**config.mk**
```make
export PLATFORM = sky130hd
export DESIGN_NAME = utfic_core
export DESIGN_NICKNAME = d
export VERILOG_FILES = /design/src/core/utfic_pkg.sv /design/src/core/utfic_core.sv
export SDC_FILE = /design/constraint.sdc
export NUM_CORES = 1
export LEC_CHECK = 0
export BUFFER_PORTS_ARGS = -buffer_cell sky130_fd_sc_hd__buf_2
export CAP_MARGIN = 20
export CORE_AREA = 5 5 115 117
export CTS_CLUSTER_DIAMETER = 80
export DETAILED_ROUTE_END_ITERATION = 7
export DIE_AREA = 0 0 120 122
export HOLD_SLACK_MARGIN = 0.03
export PLACE_DENSITY = 0.84
export SETUP_SLACK_MARGIN = 0.15
export SYNTH_ARGS = -nofsm -noshare
export SYNTH_HDL_FRONTEND = slang
export SYNTH_SLANG_ARGS = --single-unit
```
**constraint.sdc**
```tcl
create_clock -name SYS_CLK_I -period 8.7 [get_ports SYS_CLK_I]
set_clock_uncertainty 0.05 [all_clocks]
set_input_delay 0 -clock SYS_CLK_I [delete_from_list [all_inputs] [get_ports SYS_CLK_I]]
set_output_delay 0 -clock SYS_CLK_I [all_outputs]
set_load 0.03 [all_outputs]
```
**src/core/utfic_pkg.sv**
```systemverilog
// Constants and carrier types for the transmit buffer and interrupt block
package utfic_pkg;

	localparam int AW = 6;
	localparam int DW = 8;

	// Register offsets
	localparam logic [AW-1:0] OFS_DATA = 6'h00;
	localparam logic [AW-1:0] OFS_IER = 6'h01;
	localparam logic [AW-1:0] OFS_FCR = 6'h02;
	localparam logic [AW-1:0] OFS_LSR = 6'h05;
	localparam logic [AW-1:0] OFS_MSR = 6'h06;
	localparam logic [AW-1:0] OFS_SHADOW0 = 6'h20;
	localparam logic [AW-1:0] OFS_SHADOW1 = 6'h21;

	// Interrupt enable fields
	localparam int IER_RDA = 0;
	localparam int IER_THRE = 1;
	localparam int IER_RLS = 2;
	localparam int IER_MS = 3;
	localparam int IER_W = 4;
	localparam logic [IER_W-1:0] IER_RESET = 4'h0;

	// FIFO control fields
	localparam int FCR_EN = 0;
	localparam int FCR_RXCLR = 1;
	localparam int FCR_TXCLR = 2;
	localparam int FCR_TRIG_LO = 6;
	localparam int FCR_TRIG_HI = 7;
	localparam logic [DW-1:0] FCR_RESET = 8'h00;

	// Identification codes, bits 3:0
	localparam logic [3:0] IID_NONE = 4'h1;
	localparam logic [3:0] IID_RLS = 4'h6;
	localparam logic [3:0] IID_RDA = 4'h4;
	localparam logic [3:0] IID_CTO = 4'hc;
	localparam logic [3:0] IID_THRE = 4'h2;
	localparam logic [3:0] IID_MS = 4'h0;

	// Receive trigger levels in bytes
	localparam logic [4:0] TRIG_L0 = 5'h01;
	localparam logic [4:0] TRIG_L1 = 5'h04;
	localparam logic [4:0] TRIG_L2 = 5'h08;
	localparam logic [4:0] TRIG_L3 = 5'h0e;

	// Character times of silence before a timeout
	localparam logic [2:0] TO_CHARS = 3'h4;

	typedef struct packed {
		logic [AW-1:0] addr;
		logic [DW-1:0] wdata;
		logic wr;
		logic rd;
	} utfic_bus_s;

endpackage

```
**src/core/utfic_core.sv**
```systemverilog
// Transmit holding FIFO, FIFO control and prioritised interrupt ident
////////////////////////////////////////////////////////////////////////////////
////////////////////////////////////////////////////////////////////////////////
module utfic_core import utfic_pkg::*; #(
	parameter int TX_DEPTH = 16,
	parameter int CW = 5,
	parameter logic [AW-1:0] SHADOW_OFS = OFS_SHADOW0
) (
	input wire logic SYS_CLK_I, // Core clock
	input wire logic SYS_RST_I, // Async reset, high
	input wire utfic_bus_s BUS_I, // Register request
	output logic [DW-1:0] RD_DATA_O, // Read data, next cycle
	input wire logic DIVISOR_LATCH_SELECT_I, // divisor_latch_select
	input wire logic IRQ_GATE_I, // irq_output_gate
	input wire logic LS_ERR_I, // Line error event pulse
	input wire logic MS_CHG_I, // Modem status change pulse
	input wire logic [CW-1:0] RX_LEVEL_I, // Receive FIFO fill
	input wire logic RX_PUSH_I, // Byte entered receive FIFO
	input wire logic CHAR_TICK_I, // One character time
	input wire logic TX_IDLE_I, // Shifter finished
	output logic [DW-1:0] TX_DATA_O, // Byte for shifter
	output logic TX_LOAD_O, // Shifter load pulse
	output logic FIFO_EN_O, // FIFO mode
	output logic RX_FLUSH_O, // Receive FIFO flush pulse
	output logic IRQ_O // Serial port interrupt
);

	localparam int PW = $clog2(TX_DEPTH);

	function automatic logic hit(input logic [AW-1:0] a,
		input logic [AW-1:0] o);
		hit = (a == o);
	endfunction

	function automatic logic [4:0] trig_lvl(input logic [1:0] s);
		case (s)
			2'b00: trig_lvl = TRIG_L0;
			2'b01: trig_lvl = TRIG_L1;
			2'b10: trig_lvl = TRIG_L2;
			default: trig_lvl = TRIG_L3;
		endcase
	endfunction

	////////////////////////////////////////////////////////////////////////
	// Address decode
	logic wr_thr, wr_ier, wr_fcr;
	logic rd_rbr, rd_ier, rd_iir, rd_lsr, rd_msr, rd_shd;
	assign wr_thr = BUS_I.wr && !DIVISOR_LATCH_SELECT_I && hit(BUS_I.addr, OFS_DATA);
	assign wr_ier = BUS_I.wr && !DIVISOR_LATCH_SELECT_I && hit(BUS_I.addr, OFS_IER);
	assign wr_fcr = BUS_I.wr && hit(BUS_I.addr, OFS_FCR);
	assign rd_rbr = BUS_I.rd && !DIVISOR_LATCH_SELECT_I && hit(BUS_I.addr, OFS_DATA);
	assign rd_ier = BUS_I.rd && !DIVISOR_LATCH_SELECT_I && hit(BUS_I.addr, OFS_IER);
	assign rd_iir = BUS_I.rd && hit(BUS_I.addr, OFS_FCR);
	assign rd_lsr = BUS_I.rd && hit(BUS_I.addr, OFS_LSR);
	assign rd_msr = BUS_I.rd && hit(BUS_I.addr, OFS_MSR);
	assign rd_shd = BUS_I.rd && hit(BUS_I.addr, SHADOW_OFS);

	////////////////////////////////////////////////////////////////////////
	// Enable and FIFO control
	logic [IER_W-1:0] ier_ff;
	logic [DW-1:0] fcr_shd_ff;
	logic [1:0] trig_ff;
	logic fifo_en_ff;
	logic rx_clr, tx_clr, en_bit;
	assign en_bit = BUS_I.wdata[FCR_EN];
	// Any write with en clear, setting en from off, or explicit clear flushes; other bits need en set
	assign rx_clr = wr_fcr && (!en_bit || !fifo_en_ff ||
		BUS_I.wdata[FCR_RXCLR]);
	assign tx_clr = wr_fcr && (!en_bit || !fifo_en_ff ||
		BUS_I.wdata[FCR_TXCLR]);

	always_ff @(posedge SYS_CLK_I or posedge SYS_RST_I) begin
		if (SYS_RST_I) begin
			ier_ff <= IER_RESET;
		end else if (wr_ier) begin
			ier_ff <= BUS_I.wdata[IER_W-1:0];
		end
	end

	// Bit 3 and bits 5:4 are stored in the shadow only
	always_ff @(posedge SYS_CLK_I or posedge SYS_RST_I) begin
		if (SYS_RST_I) begin
			fcr_shd_ff <= FCR_RESET;
			fifo_en_ff <= 1'b0;
			trig_ff <= 2'b00;
		end else if (wr_fcr) begin
			fcr_shd_ff <= BUS_I.wdata;
			fifo_en_ff <= en_bit;
			if (en_bit) begin
				trig_ff <= BUS_I.wdata[FCR_TRIG_HI:FCR_TRIG_LO];
			end
		end
	end

	always_ff @(posedge SYS_CLK_I or posedge SYS_RST_I) begin
		if (SYS_RST_I) begin
			RX_FLUSH_O <= 1'b0;
			FIFO_EN_O <= 1'b0;
		end else begin
			RX_FLUSH_O <= rx_clr;
			FIFO_EN_O <= wr_fcr ? en_bit : fifo_en_ff;
		end
	end

	////////////////////////////////////////////////////////////////////////
	// Transmit holding store; depth one outside FIFO mode
	logic [DW-1:0] tx_mem [TX_DEPTH];
	logic [PW-1:0] wp_ff, rp_ff;
	logic [PW:0] cnt_ff, cap;
	logic tx_full, tx_empty, push, pop;
	assign cap = fifo_en_ff ? (PW+1)'(TX_DEPTH) : (PW+1)'(1);
	assign tx_full = cnt_ff >= cap;
	assign tx_empty = cnt_ff == '0;
	assign push = wr_thr && !tx_full;
	// One idle cycle after a load lets the shifter report busy
	assign pop = !tx_empty && TX_IDLE_I && !TX_LOAD_O;

	always_ff @(posedge SYS_CLK_I) begin
		if (push) begin
			tx_mem[wp_ff] <= BUS_I.wdata;
		end
	end

	always_ff @(posedge SYS_CLK_I or posedge SYS_RST_I) begin
		if (SYS_RST_I) begin
			wp_ff <= '0;
			rp_ff <= '0;
			cnt_ff <= '0;
		end else if (tx_clr) begin
			wp_ff <= '0;
			rp_ff <= '0;
			cnt_ff <= '0;
		end else begin
			if (push) begin
				wp_ff <= wp_ff + 1'b1;
			end
			if (pop) begin
				rp_ff <= rp_ff + 1'b1;
			end
			cnt_ff <= cnt_ff + (PW+1)'(push) - (PW+1)'(pop);
		end
	end

	// Shifter contents untouched by a flush
	always_ff @(posedge SYS_CLK_I or posedge SYS_RST_I) begin
		if (SYS_RST_I) begin
			TX_DATA_O <= '0;
			TX_LOAD_O <= 1'b0;
		end else begin
			TX_LOAD_O <= pop;
			if (pop) begin
				TX_DATA_O <= tx_mem[rp_ff];
			end
		end
	end

	////////////////////////////////////////////////////////////////////////
	// Interrupt sources; a set wins over a clear
	logic ls_ff, ms_ff, thre_ff, to_ff, empty_q_ff, then_q_ff;
	logic [2:0] to_cnt_ff;
	logic rda, thre_set, to_hold, to_inc;
	logic [3:0] iid;

	always_ff @(posedge SYS_CLK_I or posedge SYS_RST_I) begin
		if (SYS_RST_I) begin
			ls_ff <= 1'b0;
			ms_ff <= 1'b0;
		end else begin
			ls_ff <= LS_ERR_I || (ls_ff && !rd_lsr);
			ms_ff <= MS_CHG_I || (ms_ff && !rd_msr);
		end
	end

	// Level source, drops once the FIFO falls below trigger, or once it is empty outside FIFO mode
	assign rda = fifo_en_ff ? (RX_LEVEL_I >= CW'(trig_lvl(trig_ff)))
		: (RX_LEVEL_I != '0);

	assign to_hold = !fifo_en_ff || RX_LEVEL_I == '0 || RX_PUSH_I
		|| rd_rbr;
	assign to_inc = !to_hold && CHAR_TICK_I && to_cnt_ff != TO_CHARS;

	always_ff @(posedge SYS_CLK_I or posedge SYS_RST_I) begin
		if (SYS_RST_I) begin
			to_cnt_ff <= '0;
			to_ff <= 1'b0;
		end else begin
			if (to_hold) begin
				to_cnt_ff <= '0;
			end else if (to_inc) begin
				to_cnt_ff <= to_cnt_ff + 1'b1;
			end
			if (to_inc && to_cnt_ff == TO_CHARS - 3'h1) begin
				to_ff <= 1'b1;
			end else if (rd_rbr || !fifo_en_ff || RX_LEVEL_I == '0) begin
				to_ff <= 1'b0;
			end
		end
	end

	// Empty edge, or enable raised while already empty
	assign thre_set = ier_ff[IER_THRE] && tx_empty &&
		(!empty_q_ff || !then_q_ff);

	always_ff @(posedge SYS_CLK_I or posedge SYS_RST_I) begin
		if (SYS_RST_I) begin
			thre_ff <= 1'b0;
			empty_q_ff <= 1'b1;
			then_q_ff <= 1'b0;
		end else begin
			empty_q_ff <= tx_empty;
			then_q_ff <= ier_ff[IER_THRE];
			thre_ff <= thre_set || (thre_ff && !push &&
				!(rd_iir && iid == IID_THRE));
		end
	end

	////////////////////////////////////////////////////////////////////////
	// Priority encode and outputs
	always_comb begin
		if (ls_ff && ier_ff[IER_RLS]) begin
			iid = IID_RLS;
		end else if (rda && ier_ff[IER_RDA]) begin
			iid = IID_RDA;
		end else if (to_ff && ier_ff[IER_RDA]) begin
			iid = IID_CTO;
		end else if (thre_ff && ier_ff[IER_THRE]) begin
			iid = IID_THRE;
		end else if (ms_ff && ier_ff[IER_MS]) begin
			iid = IID_MS;
		end else begin
			iid = IID_NONE;
		end
	end

	always_ff @(posedge SYS_CLK_I or posedge SYS_RST_I) begin
		if (SYS_RST_I) begin
			IRQ_O <= 1'b0;
		end else begin
			IRQ_O <= IRQ_GATE_I && iid != IID_NONE;
		end
	end

	// Ident snapshot taken at the strobe and kept for the next cycle only
	always_ff @(posedge SYS_CLK_I or posedge SYS_RST_I) begin
		if (SYS_RST_I) begin
			RD_DATA_O <= '0;
		end else if (rd_iir) begin
			RD_DATA_O <= {{2{fifo_en_ff}}, 2'b00, iid};
		end else if (rd_ier) begin
			RD_DATA_O <= {{(DW-IER_W){1'b0}}, ier_ff};
		end else if (rd_shd) begin
			RD_DATA_O <= fcr_shd_ff;
		end else begin
			RD_DATA_O <= '0;
		end
	end
endmodule

```
* Word level (Yosys, flattened, before mapping)
Memories as Yosys holds them, arrays and structs flattened. A register that Yosys moved wholly into a read port is not among the register bits.
Index checks and enable logic that the tools add are counted.
** Storage, ports and cells
- Bits in latches :: 0
- Input port bits :: 30
- Word-level logic and storage cells :: 126
- Memory bits (read-only) :: 0
- Memories kept :: 1
- Output and inout port bits :: 20
- RAM bits :: 128
- Bits in registers :: 48
** Memories
- tx_mem :: words 16, bits a word 8, rd ports 1, clocked after memory_dff 1, wr ports 1, RTL line utfic_core.sv:107 : logic [DW-1:0] tx_mem [TX_DEPTH];
** Operators by class
- Multipliers :: 0
- Add/subtract/negate cells :: 5
- Equality and inequality tests :: 11
- Div/mod/pow operators :: 0
- Reductions and logical operators :: 67
- Bitwise gates (word level) :: 0
- Shift-type cells :: 0
- $lt $le $gt $ge :: 2
- Mux-type cells :: 22
** Operators with widths (number)
- logical AND 1 bit :: 32
- two-way mux 4 bit :: 7
- two-way mux 8 bit :: 3
- logical NOT 1 bit :: 13
- equality test 6 x 3 -> 1 bit, second input constant :: 2
- logical OR 1 bit :: 12
- one-hot mux 4 bit (3 select lines) :: 1
- greater-or-equal comparator 5 bit :: 2
- logical NOT 5 bit :: 2
- two-way mux 5 bit :: 2
- adder 4 x 1 -> 4 bit, second input constant :: 2
- nonzero test 2 bit :: 4
- equality test 6 x 1 -> 1 bit, second input constant :: 1
- equality test 6 x 2 -> 1 bit, second input constant :: 1
- equality test 6 bit, second input constant :: 1
- logical NOT 6 bit :: 1
- two-way mux 1 bit :: 6
- two-way mux 3 bit :: 2
- adder 5 x 1 -> 5 bit :: 1
- nonzero test 5 bit :: 1
- subtractor 5 x 1 -> 5 bit :: 1
- equality test 4 x 2 -> 1 bit, second input constant :: 1
- inequality test 4 x 1 -> 1 bit, second input constant :: 1
- adder 3 x 1 -> 3 bit, second input constant :: 1
- other kinds (7) :: 7

* Longest topological paths before layout
- Word-level depth :: 12
- Depth in mapped cells :: 16

* Worst setup path after synthesis
OpenSTA, ideal clock, no wires.
- Kind :: flip-flop to flip-flop
- Start :: reg, netlist name fcr_shd_ff[0]
- End :: reg cnt_ff[4]
- Setup slack :: 4.837 ns
- Cell stages (with the launch flop) :: 17
- Data required time :: 8.573 ns
- Arrival :: 3.736 ns
- Clock period less this slack :: 3.863 ns
- Cell sequence :: dfrtp_1 clkbuf_1 inv_1 ha_1 nand3b_1 o2111ai_1 a2111oi_4 inv_2 clkbuf_1 ha_1 inv_1 ha_1 fa_1 a21oi_1 nor2_1 or3_1 a21oi_1
** RTL lines
- to (signal assigned) :: RTL line utfic_core.sv:140 : cnt_ff <= cnt_ff + (PW+1)'(push) - (PW+1)'(pop);
- to (decl) :: RTL line utfic_core.sv:109 : logic [PW:0] cnt_ff, cap;

==> results.md <==
- Async set or reset register ratio after synthesis: 30.1%
- DRT Pass-1 Iters: 5
- # diodes: 0
- 1st-iter DRT viols: 628
- Slew of the pin with the lowest slew margin: 1.07 ns
- CP startpoint kind: flip-flop
- Die Y: 122 µm
- Max-Cap Viols: 0
- Max Slew Vio Count: 0
- Req. time, crit path: 9.02 ns
- RSZ-0062 raised after global routing: false
- Total global-route track usage: 25.5%
- Final Hold Fails: 0
- Worst stage delay on the critical path: 0.59 ns
- CTS clk-pin slew, worst paths: 0.07 ns
- Number of I/O pins: 50
- Number of global-route vias before repair: 4967
- DP Wirelength: 10500 µm
- Final setup violation count: 0
- Sink count of the clock tree: 183
- Mux share of post-synthesis cell area: 11.3%
- Overflow after GRT: 0
- Die Wd: 120 µm
- Multi-input gate area: 2250 µm²
- Cts bufs inserted: 17
- Total power density per cell area: 272 nW/µm²
- Drc violations: 0
- WL final: 17400 µm
- Setup WS pre-CTS: 4.92 ns
- Crit Path Class: flip-flop to flip-flop
- Xor/xnor cell area share of the yosys netlist: 0.912%
- Setup crit end kind: flip-flop
- CP max FO: 13
- CTS resizes: 0
- Worst setup margin: 4.89 ns
- Clock Path Buffers: 2
- Layout cell share with drive strength beyond 1: 23.0%
- CP arrival: 4.13 ns
- Post-CTS Setup Bufs: 0
- GP Congestion: 0.879
- Leak: 0.00347 µW
- Slowest stage cell on the critical path: a2111oi_4
- Worst r2r path cells: 14
- F_max: 0.262 GHz
- Antenna-violating nets left: 0
- Bufs and invs on worst path: 3
- Hold/Removal Path Class: input pin to flip-flop
- Compound-gate portion of the synthesized area: 5.96%
- Port bufs: 49
- Largest net degree at the start of global routing: 56
- Clock latency on the worst-skew pair: 0.44 ns
- Fin crit share: 43.8%
- Avg Inst Size Synth: 15.5 µm²
- First-pass GRT wire length: 27300 µm
- Unique cell type count in the Yosys netlist: 55
- DP Area: 8120 µm²
- Critical Path Stages: 14
- Yosys reg bits: 183
- Worst path most repeated cell: ha_1
- Worst slew margin: 28.8%
- Final Util: 73.6%
- Simple-Gate Fraction of Synth Area: 7.25%
- Worst VDD drop: 185 µV
- Initial antenna violation count: 0
- Register area share after synthesis: 68.0%
- Ys Warns: 0
- CTS hold repair buffers: 31
- Crit-path cells: inv_1 > ha_1 > nand3b_1 > o2111ai_1 > a2111oi_4 > inv_2 > ha_1 > inv_1 > ha_1 > fa_1 > a21oi_1 > nor2_1 > or3_1 > a21oi_1
- Adder-cell share of the synthesized area: 3.84%
- H-tree depth: 4
- Core Box Area: 12300 µm²
- Most used DFF post-synth: edfxtp_1
- Synth Cell Area: 7680 µm²
- Rows: 41
- Full die area: 14600 µm²
- Vias per inst: 6.36
- Post-synth EDFFs: 128
- Layout area overhead: 17.5%
- Largest family of logic cells by synthesized area: multiplexers
- Fillers: 694
- Clk Tree Root Cell: clkbuf_16
- Fin crit period: 3.81 ns
- Sequential cell area: 5220 µm²
- WHS Path Cells: 4
- Status: complete, no violations
- CP delay by family, top: adder cells
- Post-Syn Instances: 494
- CTS tree: yes
- Initial Utilization: 62.6%
- Fin Setup TNS: 0 ns
- Total number of vias: 4766
- Synth Net Count: 547
- Fin area: 9020 µm²
- Wire per inst: 23.2 µm
- Layout Nets: 639
-- report_power, final --
group / internal (µW) / total [µW] / switching [µW]
sequential: 989 / 1090 / 103
clock: 430 / 775 / 345
combinational: 280 / 586 / 306
total: 1700 / 2450 / 754
-- cell type report --
| cell class | instances | area share (%) |
|---|---|---|
| Sequential cell | 183 | 57.9 |
| Timing Repair Buffer | 92 | 7.16 |
| Clock buffer | 18 | 4.76 |
| Clock inverter | 14 | 1.78 |
| Inverter | 35 | 1.46 |
| Multi-Input combinational cell | 257 | 24.9 |
| Tap cell | 150 | 2.08 |
-- cell usage after synthesis, drive strengths merged (2+ instances only) --
master | n | area share [%]
nand3 | 3 | 0.20
dfrtp | 54 | 18
inv | 35 | 1.7
mux2i | 9 | 1.2
a221o | 4 | 0.52
and2 | 2 | 0.16
nand4 | 2 | 0.16
nor2b | 5 | 0.41
buf | 10 | 0.62
xnor2 | 4 | 0.46
o21a | 2 | 0.20
clkbuf | 9 | 0.44
xor2 | 4 | 0.46
ha | 22 | 3.6
edfxtp | 128 | 50
a22oi | 2 | 0.20
o22ai | 8 | 0.65
and3 | 3 | 0.24
a21oi | 11 | 0.72
mux4 | 32 | 9.4
o21ai | 10 | 0.65
mux2 | 5 | 0.73
a2111oi | 2 | 0.47
a22o | 4 | 0.46
nor2 | 37 | 1.8
nor4 | 9 | 0.73
a31oi | 10 | 0.81
a21o | 3 | 0.29
nor3b | 2 | 0.20
nand2 | 37 | 1.8
nand2b | 2 | 0.16
nor3 | 3 | 0.26
or3b | 2 | 0.23
nand3b | 3 | 0.29
-- metrics by stage --
step	total power (µW)	instances	hold slack [ns]
2_1_floorplan	1520	494	0.0423
3_3_place_gp	1650	686	0.133
3_5_place_dp	1680	686	0.138
4_1_cts	2450	749	0.0551
5_1_grt	2560	749	0.0960
6_report	2450	749	0.0561
-- placed cells by master (no fill, tap or decap), drive strengths merged, types with 3 or more instances in the layout --
cell / Yosys / routed
edfxtp: 128 / 128
buf: 10 / 61
dfrtp: 54 / 54
inv: 35 / 42
nand2: 37 / 37
nor2: 37 / 37
mux4: 32 / 32
dlygate4sd3: 0 / 31
ha: 22 / 22
clkbuf: 9 / 18
a21oi: 11 / 11
a31oi: 10 / 10
o21ai: 10 / 10
mux2i: 9 / 9
nor4: 9 / 9
o22ai: 8 / 8
mux2: 5 / 5
nor2b: 5 / 5
a221o: 4 / 4
xnor2: 4 / 4
xor2: 4 / 4
a22o: 4 / 4
nand3b: 3 / 3
and3: 3 / 3
a21o: 3 / 3
nand3: 3 / 3
clkinvlp: 0 / 3
nor3: 3 / 3
-- logic make-up (layout without fill, tap and decap cells) --
family | Yosys count | in the layout
flip-flops | 183 | 183
multiplexers | 46 | 46
AND/OR/NAND/NOR | 115 | 115
buffers and inverters | 54 | 159
AO/OA/AOI/OAI | 65 | 65
XOR/XNOR | 8 | 8
adder cells (fa/ha/maj) | 23 | 23
-- path summary, 6_finish.rpt --
| kind | start | end | slack [ns] |
|---|---|---|---|
| max | fcr_shd_ff[0] | cnt_ff[4] | 4.89 |
| min | RX_LEVEL_I[4] | RD_DATA_O[1] | 0.06 |
| max reg2reg | fcr_shd_ff[0] | cnt_ff[4] | 4.89 |
| min reg2reg | cnt_ff[0] | empty_q_ff | 0.43 |
| max in group asynchronous | SYS_RST_I | wp_ff[3] | 7.86 |
| min in group asynchronous | SYS_RST_I | TX_DATA_O[2] | 0.25 |
-- worst register-to-register path: stages (launching register included) --
cell	delay [ns]
dfrtp_1	0.49
inv_1	0.15
ha_1	0.31
nand3b_1	0.08
o2111ai_1	0.20
a2111oi_4	0.59
inv_2	0.22
ha_1	0.32
inv_1	0.04
ha_1	0.20
fa_1	0.40
a21oi_1	0.16
nor2_1	0.06
or3_1	0.34
a21oi_1	0.14
-- flip-flops by register name (all words and copies together) (netlist names) --
register / cells
fcr_shd_ff: 8
TX_DATA_O: 8
RX_FLUSH_O: 1
trig_ff: 2
ms_ff: 1
ier_ff: 4
cnt_ff: 5
wp_ff: 4
to_cnt_ff: 3
IRQ_O: 1
ls_ff: 1
thre_ff: 1
tx_mem: 128
RD_DATA_O: 8
to_ff: 1
TX_LOAD_O: 1
empty_q_ff: 1
then_q_ff: 1
rp_ff: 4
-- metal layers --
| layer | track usage (%) | up-vias | wire length, µm |
|---|---|---|---|
| met4 | 11.8 | 0 | 684 |
| met5 | 0 | - | 0 |
| met3 | 6.04 | 64 | 1370 |
| met2 | 42.4 | 276 | 8860 |
| met1 | 32.1 | 2365 | 6480 |
| li1 | - | 2061 | - |
Note: power is estimated with default switching activity, not from simulation.
